--- src/core_sfr_defs.svh ---
`ifndef CORE_SFR_DEFS_SVH
`define CORE_SFR_DEFS_SVH
// Special-function addresses
`define ADDR_IRQ_LEVEL_LOWER 8'hB8
`define ADDR_PSW 8'hD0
`define ADDR_OPERAND_A 8'hE0
`define ADDR_IRQ_ENABLE_UPPER 8'hE8
`define ADDR_IRQ_LEVEL_UPPER 8'hF8
// Reset values
`define RST_SFR 8'h00
// Status word field positions
`define PSW_CARRY 7
`define PSW_HALF_CARRY 6
`define PSW_USER0 5
`define PSW_BANK_HI 4
`define PSW_BANK_LO 3
`define PSW_OVERFLOW 2
`define PSW_USER1 1
`define PSW_PARITY 0
// Writable mask of the lower level register (bits 7:6 read zero)
`define LEVEL_LOWER_MASK 8'h3F
// Upper source numbering
`define FIRST_UPPER_SRC 6
`endif

--- src/core_sfr_pkg.sv ---
`default_nettype none
package core_sfr_pkg;
   // ALU flag update from the datapath
   typedef struct packed {
      logic carry;
      logic half_carry;
      logic overflow;
   } alu_flags_t;
   // One special-function access
   typedef struct packed {
      logic wr;
      logic rd;
      logic bit_op;
      logic [7:0] addr;
      logic [2:0] bit_sel;
      logic [7:0] wdata;
   } sfr_req_t;
   // Service state of the preemption tracker
   typedef enum logic [1:0] {
      SVC_IDLE,
      SVC_LOW,
      SVC_HIGH
   } svc_state_t;
endpackage : core_sfr_pkg
`default_nettype wire

--- src/parity_odd.sv ---
`include "core_sfr_defs.svh"
`default_nettype none
module parity_odd #(
   parameter int WIDTH = 8
) (
   // Data and parity
   input wire logic [WIDTH-1:0] data_in,
   output logic odd_out
);
   logic [WIDTH:0] chain;
   assign chain[0] = 1'b0;
   // Xor chain, one stage per bit
   for (genvar i = 0; i < WIDTH; i++) begin : g_bit
      assign chain[i+1] = chain[i] ^ data_in[i];
   end
   assign odd_out = chain[WIDTH];
endmodule : parity_odd
`default_nettype wire

--- src/core_irq_and_status_sfrs.sv ---
// What this block does
// Upper enable bit 1 allows, 0 blocks; bits 0..7 are sources 6..13.
// Upper enable bits 0,1,2 gate link receive, transmit done, sync field.
// Upper enable bits 3..7 gate external sources 9..13.
// Priority bit 1 means high level, 0 means low level.
// In service, only a strictly higher level may preempt.
// Lower priority bits 0..5: ext0, timer0, ext1, timer1, serial, id.
// Lower priority bits 7 and 6 are read-only zero.
// Upper priority bits 0..7 set level of sources 6..13.
// Status carry 7, half carry 6, overflow 2 from ALU, also writable.
// Status bits 5 and 1 are software flags, untouched by hardware.
// Status bits 4:3 pick working bank at 8 times the bank number.
// Status bit 0 recomputed each instruction cycle from accumulator.
// Accumulator is an ALU operand, readable and writable at 0xE0.
// Reset clears all five registers to zero.
// Global enable gates every source, upper enables included.
// Parity bit is 1 for odd count of ones in accumulator.
`include "core_sfr_defs.svh"
`default_nettype none
module core_irq_and_status_sfrs
   import core_sfr_pkg::*;
#(
   parameter int NUM_UPPER = 8,
   parameter int NUM_LOWER = 6
) (
   // Clock and reset
   input wire logic clk_sys_in,
   input wire logic rst_in,
   // Special-function access from the core
   input wire sfr_req_t sfr_req_in,
   output logic [7:0] sfr_rdata_out,
   output logic sfr_hit_out,
   // Datapath updates
   input wire logic instr_cycle_in,
   input wire logic acc_load_in,
   input wire logic [7:0] acc_value_in,
   input wire logic flags_load_in,
   input wire alu_flags_t flags_value_in,
   // Global gate from the lower enable register
   input wire logic global_irq_gate_in,
   // Interrupt sources and service handshake
   input wire logic [NUM_LOWER-1:0] lower_req_in,
   input wire logic [NUM_UPPER-1:0] upper_req_in,
   input wire logic [NUM_LOWER-1:0] lower_en_in,
   input wire logic svc_return_in,
   output logic irq_take_out,
   output logic irq_take_high_out,
   // Register contents to the core
   output logic [7:0] operand_a_out,
   output logic [7:0] psw_out,
   output logic [4:0] bank_base_out,
   output logic [NUM_UPPER-1:0] upper_gated_out
);
   logic [7:0] irq_enable_upper_bank_q;
   logic [7:0] irq_level_lower_bank_q;
   logic [7:0] irq_level_upper_bank_q;
   logic [7:0] operand_a_register_q;
   logic [7:0] psw_q;
   logic parity_now;
   logic [7:0] bit_mask;
   svc_state_t svc_q;
   logic [1:0] depth_q;

   // Decoded write strobes
   logic wr_ieu, wr_ipl, wr_ipu, wr_psw, wr_acc;
   assign wr_ieu = sfr_req_in.wr && sfr_req_in.addr == `ADDR_IRQ_ENABLE_UPPER;
   assign wr_ipl = sfr_req_in.wr && sfr_req_in.addr == `ADDR_IRQ_LEVEL_LOWER;
   assign wr_ipu = sfr_req_in.wr && sfr_req_in.addr == `ADDR_IRQ_LEVEL_UPPER;
   assign wr_psw = sfr_req_in.wr && sfr_req_in.addr == `ADDR_PSW;
   assign wr_acc = sfr_req_in.wr && sfr_req_in.addr == `ADDR_OPERAND_A;
   assign bit_mask = 8'h01 << sfr_req_in.bit_sel;

   // Bit-addressable merge: a bit op touches one bit only
   function automatic logic [7:0] merge(input logic [7:0] old_v,
                                        input sfr_req_t r,
                                        input logic [7:0] m);
      logic [7:0] res;
      res = r.bit_op ? ((old_v & ~m) | (r.wdata & m)) : r.wdata;
      return res;
   endfunction : merge

   // upper enable store
   // every store clears on reset
   always_ff @(posedge clk_sys_in) begin
      if (rst_in) begin
         irq_enable_upper_bank_q <= `RST_SFR;
      end else if (wr_ieu) begin
         irq_enable_upper_bank_q <= merge(irq_enable_upper_bank_q,
                                          sfr_req_in, bit_mask);
      end
   end

   // lower level store, top bits held at zero
   always_ff @(posedge clk_sys_in) begin
      if (rst_in) begin
         irq_level_lower_bank_q <= `RST_SFR;
      end else if (wr_ipl) begin
         irq_level_lower_bank_q <= merge(irq_level_lower_bank_q, sfr_req_in,
                                         bit_mask) & `LEVEL_LOWER_MASK;
      end
   end

   // upper level store
   always_ff @(posedge clk_sys_in) begin
      if (rst_in) begin
         irq_level_upper_bank_q <= `RST_SFR;
      end else if (wr_ipu) begin
         irq_level_upper_bank_q <= merge(irq_level_upper_bank_q,
                                         sfr_req_in, bit_mask);
      end
   end

   // accumulator; software write wins over datapath load
   always_ff @(posedge clk_sys_in) begin
      if (rst_in) begin
         operand_a_register_q <= `RST_SFR;
      end else if (wr_acc) begin
         operand_a_register_q <= merge(operand_a_register_q,
                                       sfr_req_in, bit_mask);
      end else if (acc_load_in) begin
         operand_a_register_q <= acc_value_in;
      end
   end

   // parity of the accumulator
   parity_odd #(.WIDTH(8)) u_parity (
      .data_in(operand_a_register_q),
      .odd_out(parity_now)
   );

   // Status word; ALU flags only touch 7, 6, 2, parity touches 0
   // user flags move only on a software write
   always_ff @(posedge clk_sys_in) begin
      if (rst_in) begin
         psw_q <= `RST_SFR;
      end else begin
         if (wr_psw) begin
            psw_q <= merge(psw_q, sfr_req_in, bit_mask);
         end else if (flags_load_in) begin
            // ALU flag capture
            psw_q[`PSW_CARRY] <= flags_value_in.carry;
            psw_q[`PSW_HALF_CARRY] <= flags_value_in.half_carry;
            psw_q[`PSW_OVERFLOW] <= flags_value_in.overflow;
         end
         // parity refresh each instruction cycle
         if (instr_cycle_in) begin
            psw_q[`PSW_PARITY] <= parity_now;
         end
      end
   end

   // bank base address, 8 bytes per bank
   assign bank_base_out = {psw_q[`PSW_BANK_HI], psw_q[`PSW_BANK_LO], 3'b000};
   assign psw_out = psw_q;
   assign operand_a_out = operand_a_register_q;

   // Read mux; unmapped addresses read zero with no hit
   always_comb begin
      sfr_rdata_out = 8'h00;
      sfr_hit_out = 1'b1;
      unique case (sfr_req_in.addr)
         `ADDR_IRQ_ENABLE_UPPER: sfr_rdata_out = irq_enable_upper_bank_q;
         `ADDR_IRQ_LEVEL_LOWER: sfr_rdata_out = irq_level_lower_bank_q;
         `ADDR_IRQ_LEVEL_UPPER: sfr_rdata_out = irq_level_upper_bank_q;
         `ADDR_PSW: sfr_rdata_out = psw_q;
         `ADDR_OPERAND_A: sfr_rdata_out = operand_a_register_q;
         default: sfr_hit_out = 1'b0;
      endcase
   end

   // per-source gating of the upper sources
   for (genvar i = 0; i < NUM_UPPER; i++) begin : g_upper
      assign upper_gated_out[i] = global_irq_gate_in &
                                  irq_enable_upper_bank_q[i] & upper_req_in[i];
   end

   // Pending by level; lower bits follow lower_en_in under the global gate
   logic [NUM_LOWER-1:0] lower_gated;
   logic pend_high, pend_low;
   assign lower_gated = lower_req_in & lower_en_in &
                        {NUM_LOWER{global_irq_gate_in}};
   // level split
   assign pend_high = |(lower_gated & irq_level_lower_bank_q[NUM_LOWER-1:0])
                    | |(upper_gated_out & irq_level_upper_bank_q);
   assign pend_low = |(lower_gated & ~irq_level_lower_bank_q[NUM_LOWER-1:0])
                   | |(upper_gated_out & ~irq_level_upper_bank_q);

   // take only above the level in service
   always_comb begin
      irq_take_out = 1'b0;
      irq_take_high_out = 1'b0;
      unique case (svc_q)
         SVC_IDLE: begin
            irq_take_out = pend_high | pend_low;
            irq_take_high_out = pend_high;
         end
         SVC_LOW: begin
            irq_take_out = pend_high;
            irq_take_high_out = pend_high;
         end
         SVC_HIGH: begin
            irq_take_out = 1'b0;
         end
      endcase
   end

   // Service nesting; a high handler can sit on a low one
   always_ff @(posedge clk_sys_in) begin
      if (rst_in) begin
         svc_q <= SVC_IDLE;
         depth_q <= 2'd0;
      end else if (irq_take_out) begin
         svc_q <= irq_take_high_out ? SVC_HIGH : SVC_LOW;
         depth_q <= depth_q + 2'd1;
      end else if (svc_return_in && depth_q != 2'd0) begin
         depth_q <= depth_q - 2'd1;
         svc_q <= (depth_q == 2'd2) ? SVC_LOW : SVC_IDLE;
      end
   end

   // reset clears all registers
   chk_reset_clear: assert property (@(posedge clk_sys_in)
      rst_in |=> (psw_q == 8'h00 && operand_a_register_q == 8'h00 &&
                  irq_enable_upper_bank_q == 8'h00 &&
                  irq_level_lower_bank_q == 8'h00 &&
                  irq_level_upper_bank_q == 8'h00))
      else $error("register not cleared by reset");
   chk_lower_top_zero: assert property (@(posedge clk_sys_in)
      disable iff (rst_in)
      irq_level_lower_bank_q[7:6] == 2'b00)
      else $error("lower level bits 7:6 not zero");
   chk_parity_follow: assert property (@(posedge clk_sys_in)
      disable iff (rst_in)
      instr_cycle_in |=> psw_q[`PSW_PARITY] == $past(^operand_a_register_q))
      else $error("parity not odd parity of accumulator");
   chk_user_flags: assert property (@(posedge clk_sys_in) disable iff (rst_in)
      !wr_psw |=> $stable({psw_q[`PSW_USER0], psw_q[`PSW_USER1]}))
      else $error("user flag changed without write");
   chk_alu_carry: assert property (@(posedge clk_sys_in) disable iff (rst_in)
      flags_load_in && !wr_psw |=>
         psw_q[`PSW_CARRY] == $past(flags_value_in.carry))
      else $error("carry not captured");
   chk_bank_base: assert property (@(posedge clk_sys_in)
      disable iff (rst_in)
      bank_base_out == 5'(psw_q[4:3] * 8))
      else $error("bank base wrong");
   chk_upper_gate: assert property (@(posedge clk_sys_in) disable iff (rst_in)
      |upper_gated_out |-> global_irq_gate_in)
      else $error("upper source passed without global gate");
   chk_no_preempt: assert property (@(posedge clk_sys_in) disable iff (rst_in)
      svc_q == SVC_HIGH |-> !irq_take_out)
      else $error("high handler preempted");
   chk_acc_write: assert property (@(posedge clk_sys_in) disable iff (rst_in)
      wr_acc && !sfr_req_in.bit_op |=>
         operand_a_register_q == $past(sfr_req_in.wdata))
      else $error("accumulator write lost");
   chk_enable_write: assert property (@(posedge clk_sys_in) disable iff (rst_in)
      wr_ieu && !sfr_req_in.bit_op |=>
         irq_enable_upper_bank_q == $past(sfr_req_in.wdata))
      else $error("upper enable write lost");
   chk_lower_write: assert property (@(posedge clk_sys_in)
      disable iff (rst_in)
      wr_ipl && !sfr_req_in.bit_op |=>
         irq_level_lower_bank_q == ($past(sfr_req_in.wdata) & 8'h3F))
      else $error("lower level write lost");
   chk_upper_level_write: assert property (@(posedge clk_sys_in)
      disable iff (rst_in)
      wr_ipu && !sfr_req_in.bit_op |=>
         irq_level_upper_bank_q == $past(sfr_req_in.wdata))
      else $error("upper level write lost");
   chk_bit_write: assert property (@(posedge clk_sys_in)
      disable iff (rst_in)
      wr_ieu && sfr_req_in.bit_op |=>
         (irq_enable_upper_bank_q & ~$past(bit_mask)) ==
         ($past(irq_enable_upper_bank_q) & ~$past(bit_mask)))
      else $error("bit write touched another bit");
   chk_overflow_load: assert property (@(posedge clk_sys_in)
      disable iff (rst_in)
      flags_load_in && !wr_psw |=>
         psw_q[`PSW_OVERFLOW] == $past(flags_value_in.overflow))
      else $error("overflow not captured");
   chk_half_carry_load: assert property (@(posedge clk_sys_in)
      disable iff (rst_in)
      flags_load_in && !wr_psw |=>
         psw_q[`PSW_HALF_CARRY] == $past(flags_value_in.half_carry))
      else $error("half carry not captured");
   chk_take_idle: assert property (@(posedge clk_sys_in)
      disable iff (rst_in)
      svc_q == SVC_IDLE && (pend_high || pend_low) |->
         irq_take_out)
      else $error("pending source not taken when idle");
   chk_acc_load: assert property (@(posedge clk_sys_in)
      disable iff (rst_in)
      acc_load_in && !wr_acc |=>
         operand_a_register_q == $past(acc_value_in))
      else $error("accumulator load lost");

   cov_preempt: cover property (@(posedge clk_sys_in)
      svc_q == SVC_LOW && irq_take_high_out);
   cov_bank3: cover property (@(posedge clk_sys_in) bank_base_out == 5'h18);
   cov_bit_write: cover property (@(posedge clk_sys_in)
      wr_ieu && sfr_req_in.bit_op);
   cov_parity_odd: cover property (@(posedge clk_sys_in)
      instr_cycle_in && parity_now);
   cov_nest_return: cover property (@(posedge clk_sys_in)
      svc_return_in && depth_q == 2'd2);
endmodule : core_irq_and_status_sfrs
`default_nettype wire

--- config.mk ---
export PLATFORM = sky130hd
export DESIGN_NAME = core_irq_and_status_sfrs
export DESIGN_NICKNAME = d
export VERILOG_FILES = /design/src/core_sfr_pkg.sv /design/src/parity_odd.sv /design/src/core_irq_and_status_sfrs.sv
export VERILOG_INCLUDE_DIRS = /design/src /design/src/src
export SDC_FILE = /design/constraint.sdc
export NUM_CORES = 1
export LEC_CHECK = 0
export ABC_AREA = 1
export BUFFER_PORTS_ARGS = -buffer_cell sky130_fd_sc_hd__buf_2
export CAP_MARGIN = 20
export CORE_MARGIN = 5
export CORE_UTILIZATION = 45
export DETAILED_ROUTE_END_ITERATION = 12
export GPL_TIMING_DRIVEN = 0
export PLACE_DENSITY_LB_ADDON = 0.08
export SETUP_SLACK_MARGIN = 0.15
export SYNTH_ARGS = -nofsm -noshare
export SYNTH_HDL_FRONTEND = slang
export SYNTH_HIERARCHICAL = 1
export SYNTH_SLANG_ARGS = --single-unit
--- constraint.sdc ---
create_clock -name clk_sys_in -period 4.2 [get_ports clk_sys_in]
set_input_delay 0.21 -clock clk_sys_in [delete_from_list [all_inputs] [get_ports clk_sys_in]]
set_output_delay 0.21 -clock clk_sys_in [all_outputs]
set_load 0.02 [all_outputs]
==> flow_summary.yaml, run 1 <==
outcome:
  run_status: "complete, no violations"
synth:
  synth_fa_ha_area_share_pct: 0.836
  synth-seq-area-share_pct: 28.1
  synth_compound_area_share_pct: 21.6
  synth_top_family_by_area: "simple AND/OR/NAND/NOR gates"
  syn_avg_cell_area_um2: 6.30
  synth.most_common_cell: "inv_1"
  syn_inst: 475
  yosys.area.top_type: "dfxtp_1"
  synth_cell_types: 36
  synth-xor-area-share_pct: 0.293
  synth_common_cells: "inv_1, nand2_1, nor2_1, a21oi_1, dfxtp_1"
  synth-simple-area-share_pct: 35.3
  synth.mux.area_fraction_pct: 0
  async_reset_ff_share_pct: 0
  synth_edf_count: 0
  syn_area_um2: 2990
  synth_top_area_share_pct: 28.1
  yosysWarnings: 6
  synth-main-ff-cell: "dfxtp_1"
  synth_area_leaders: "dfxtp_1, inv_1, nand2_1"
  ys_ff_latch: 42
hold_path:
  hold_class: "in -> reg"
pwr:
  switching_share_pct: 32.4
  power.leakage_uw: 0.00189
  powerDensity_nw_per_um2: 246
  max-vdd-ir-drop_uv: 167
  p_int_uw: 606
  seqPwrFrac_pct: 47.6
  power_frac_clock_pct: 28.5
  switchingPower_uw: 290
  comb_power_share_pct: 23.9
floorplan:
  floorplan.die_area_um2: 8390
  core-area_um2: 6420
  die_w_um: 91.6
  die_h_um: 91.6
  start_util_pct: 46.6
  fp-row-count: 29
  pin_count: 100
route:
  wl_per_cell_um: 14.3
  antenna_left: 0
  firstDrtPassIters: 5
  finalWirelength_um: 9390
  drt-initial-drc-count: 140
  drc_errors: 0
  via_per_inst: 5.17
  num_vias: 3387
critical_path:
  required_ns: 3.99
  cp-start-kind: "flop"
  critPathSlowestCell: "dfxtp_1"
  cp_top_family: "simple AND/OR/NAND/NOR gates"
  max_stage_delay_ns: 0.34
  worst-path-buf-inv: 3
  crit_chain: "inv_1 > ha_1 > inv_1 > or2_2 > nand2_4 > nand2_4 > buf_2"
  endpoint_kind: "output port"
  arrival_ns: 1.65
  worstSetupPathType: "reg -> out"
  crit_path_max_fanout: 7
place:
  placed_cell_area_um2: 3570
  numPortBuffers: 94
  pre_cts_ws_ns: 2.30
  gp_congestion: 0.909
  dpl.hpwl_um: 7700
timing:
  setup_ws_ns: 2.34
  slew_headroom_pct: 64.1
  tightest_slew_ns: 0.539
  holdWs_ns: 0.181
  rsz0062_at_grt: "no"
  finalSetupViolCount: 0
  finalMaxSlewViolations: 0
  post-route-period-util_pct: 44.2
  finalHoldViolCount: 0
  skew_ns: 0.00623
  clock.fmax_mhz: 538
  setup_tns_ns: 0
  finalCriticalPeriod_ns: 1.86
clock_network:
  cts_num_sinks: 42
  cts_hold_buf: 0
  cts_tree: "built"
  cts-buffers-inserted: 5
  cts.repair.resized: 0
  clk_pin_slew_ns: 0.08
  cts-root-buf: "clkbuf_8"
  cts_setup_buffers: 0
  clkLatencyLatePin_ns: 0.29
  cts.path.max_buffers: 2
  htreeDepth: 2
grt:
  globalRouteOverflowTotal: 0
  antenna_found_initial: 0
  gr-usage-all-layers_pct: 22.1
  grt_start_max_net_pins: 12
  grt_pass1_wl_um: 15100
  grt_pass1_vias: 3256
finish:
  fin_nets: 640
  drive_above_1_share_pct: 26.3
  utilization_pct: 56.8
  diodes: 0
  area_delta_synth_final_pct: 21.7
  fin_area_um2: 3640
run:
  max_cap_viol_count: 0
[path summary, 6_finish.rpt]
| path | start | to | slack, ns | depth (start not counted) |
|---|---|---|---|---|
| setup / recovery | svc_q[0] | irq_take_out | 2.34 | 7 |
| hold / removal | sfr_req_in[6] | flop | 0.18 | 3 |
| setup reg to reg | svc_q[0] | depth_q[0] | 2.66 | 10 |
| hold reg to reg | flop | flop | 0.49 | 2 |
[power groups by stage]
stage	Combinational (uW)	Sequential [uW]	Clock, uW
2_1_floorplan	128	444	0
3_3_place_gp	209	436	0
3_5_place_dp	214	436	0
4_1_cts	215	427	258
5_1_grt	241	429	275
6_report	214	426	255
[metal layers]
| layer | vias to the layer above | track usage (%) | share of wire (%) |
|---|---|---|---|
| li1 | 1744 | - | - |
| met1 | 1535 | 28.9 | 45 |
| met2 | 104 | 38.0 | 48 |
| met3 | 4 | 3.88 | 6.5 |
| met4 | 0 | 4.40 | 0.54 |
| met5 | - | 0 | 0 |
[worst register-to-register path, cell delays in order (launching register included)]
cell     delay [ns]
dfxtp_1        0.34
inv_1          0.06
ha_1           0.27
inv_1          0.05
or2_2          0.30
nand2_4        0.10
nand2_4        0.08
nor2_2         0.11
nand2_1        0.06
nand2_1        0.05
nor2_1         0.04
[cell type report]
class | count | area (um^2)
buffer | 14 | 97.6
fill | 686 | 2780
timing repair buffer | 94 | 470
tap | 77 | 96.3
inverter | 84 | 315
multi-input combinational | 337 | 1750
clock buffer | 7 | 76.3
sequential | 42 | 841
[stage by stage]
stage / power [uW] / cells
final: 896 / 655
after global routing: 945 / 655
after CTS: 900 / 655
after detailed placement: 650 / 648
after global placement: 645 / 648
after floorplan: 572 / 477
[cell families (layout without fill, tap and decap cells)]
logic type / count (synthesis) / count (layout)
AOI/OAI and AO/OA: 115 / 115
xor gates and xnor gates: 1 / 1
adders and majority gates: 2 / 2
buffers and inverters: 98 / 199
DFF: 42 / 42
other: 1 / 3
and+or+nand+nor: 216 / 216
[placed cells by master, fill, tap and decap left out, types with 7 or more instances in the layout]
master | Yosys | routed
nand3_1 | 34 | 34
a21oi_1 | 43 | 43
inv_1 | 80 | 80
nand2_1 | 78 | 78
o21ai_1 | 17 | 17
dfxtp_1 | 42 | 42
nand2_2 | 7 | 7
buf_2 | 2 | 96
nor2_1 | 58 | 58
o21ai_0 | 34 | 34
(Power assumes the default switching activity.)
==> inputs of run 2 (changes only) <==
==> constraint.sdc (replaced) <==
create_clock -name clk_sys_in -period 1.6 [get_ports clk_sys_in]
set_input_delay 0.08 -clock clk_sys_in [delete_from_list [all_inputs] [get_ports clk_sys_in]]
set_output_delay 0.08 -clock clk_sys_in [all_outputs]
set_load 0.02 [all_outputs]
==> run 2 against run 1 <==
  * Global-route usage rose by 2.1 points
  * First-iteration DRC count rose by 46%
  * Worst hold slack got worse by 0.14 ns
  * Combinational power rose to 3.5 times the previous value
  * Final area rose by 20%
  * Cell count rose by 5.0%
  * Total power rose to 2.9 times the previous value
  * Sequential cell count did not move
  * Count of clock-buffer cells in the layout did not move
  * Utilization rose by 11 points
  * Wire length rose by 12%
  * Largest power group unchanged
  * Highest routed layer unchanged
==> flow_summary.yaml, run 2 (synthesis results as in run 1) <==
finish:
  area_delta_synth_final_pct: 46.4
  mostFrequentLayoutCell: "buf_2"
  layout_common_cells: "buf_2, nand2_1, inv_1"
  fin_nets: 672
  seq_area_um2: 875
  multi_input_area_um2: 2060
  layout.cells.non_filler: 688
  diodes: 0
  fin_area_um2: 4380
  drive_above_1_share_pct: 42.9
  nFillCells: 590
floorplan:
  fp-row-count: 29
  core-area_um2: 6420
  floorplan.die_area_um2: 8390
  start_util_pct: 46.6
  die_w_um: 91.6
  pin_count: 100
  die_h_um: 91.6
route:
  wl_met3_um: 562
  wl_per_cell_um: 15.2
  drc_errors: 0
  finalWirelength_um: 10500
  num_vias: 3660
  route.met2.wl_um: 5170
  antenna_left: 0
  via_per_inst: 5.32
  drt-initial-drc-count: 205
  wl_met1_um: 4550
  dr.max_layer_used: "met4"
  firstDrtPassIters: 5
critical_path:
  arrival_ns: 1.49
  endpoint_kind: "output port"
  worstSetupPathType: "reg -> out"
  cp-start-kind: "flop"
  required_ns: 1.52
  crit_path_max_fanout: 3
pwr:
  seqPwrFrac_pct: 43.2
  p_int_uw: 1740
  switchingPower_uw: 856
  switching_share_pct: 33.0
  power.leakage_uw: 0.00214
  p_total_uw: 2600
  power_frac_clock_pct: 28.2
  max-vdd-ir-drop_uv: 451
  comb_power_share_pct: 28.6
  powerDensity_nw_per_um2: 592
timing:
  finalCriticalPeriod_ns: 1.57
  skew_ns: 0.00708
  finalSetupViolCount: 0
  finalHoldViolCount: 0
  finalMaxSlewViolations: 0
  post-route-period-util_pct: 98.1
  clock.fmax_mhz: 637
  setup_ws_ns: 0.0306
  tightest_slew_ns: 0.555
  rsz0062_at_grt: "yes"
  slew_headroom_pct: 63.0
place:
  pre_cts_ws_ns: -0.144
  placed_cell_area_um2: 3580
  dpl.hpwl_um: 7780
  dpl.cell_count: 648
  numPortBuffers: 94
  gp_congestion: 0.866
grt:
  globalRouteOverflowTotal: 0
  grt_pass1_wl_um: 16500
  grt_start_max_net_pins: 13
  antenna_found_initial: 0
  gr-usage-all-layers_pct: 24.1
  grt_pass1_vias: 3496
clock_network:
  clkLatencyLatePin_ns: 0.30
  cts-root-buf: "clkbuf_8"
  htreeDepth: 2
  clk_pin_slew_ns: 0.08
  cts-buffers-inserted: 5
  cts_tree: "built"
  cts_num_sinks: 42
  cts.path.max_buffers: 2
run:
  max_cap_viol_count: 0
hold_path:
  hold_class: "in -> reg"
outcome:
  run_status: "complete, no violations"
[run 2: cell count changes in the layout (fill, tap and decap cells not counted), sizes merged]
cell,previous run,this run
buf,104,136
clkinv,0,1
clkinvlp,0,2
inv,84,82
[run 2: cell type report]
class                           count  share of cell area (%)
Buffer                             14                    2.23
Clock buffer                        7                    1.97
Clock inverter                      1                   0.114
Inverter                           84                    7.54
Multi-Input combinational cell    337                    47.0
Sequential cell                    42                    20.0
Tap cell                           77                    2.20
Timing Repair Buffer              126                    19.0
[run 2: per-layer routing]
metal,up-vias,track usage [%]
li1,1833,-
met1,1677,30.3
met2,131,42.0
met3,19,4.55
met4,0,6.66
met5,-,0
[run 2: timing repair]
item                       in CTS  in global routing
pin swaps                      13                 35
setup endpoints to repair      12                 32
gates resized for setup        56                 82
buffers inserted               14                 18
hold buffers                    0                  0
cloned                          0                  0
[run 2: path summary, 6_finish.rpt]
kind / slack, ns / from / cells past startpoint / to
worst max register to register: 0.08 / flop / 13 / svc_q[0]
worst min register to register: 0.48 / flop / 2 / flop
worst max-delay path: 0.03 / flop / 9 / irq_take_out
worst min-delay path: 0.04 / sfr_req_in[6] / 3 / flop
[run 2: stage by stage]
step	hold slack (ns)	TNS, ns	utilization (%)
finish	0.0370	0	68.2
floorplan	0.238	0	-
detailed placement	0.360	-1.16	55.8
global route	0.0541	-0.0829	68.2
global placement	0.355	-1.09	55.8
CTS	0.0288	0	62.2
[run 2: critical path: stages (launching register included)]
cell     delay, ns
dfxtp_2       0.35
nand3_2       0.08
nor2_1        0.06
nor2_1        0.12
nand2_1       0.08
nor2_1        0.09
nand2_1       0.10
nand2_4       0.11
nand2_8       0.06
buf_6         0.12
[run 2: power groups by stage]
stage / logic [uW] / registers (uW) / clock network, uW
floorplan: 358 / 1170 / 0
global placement: 572 / 1140 / 0
detailed placement: 581 / 1150 / 0
CTS: 672 / 1120 / 750
global route: 813 / 1130 / 788
finish: 742 / 1120 / 731
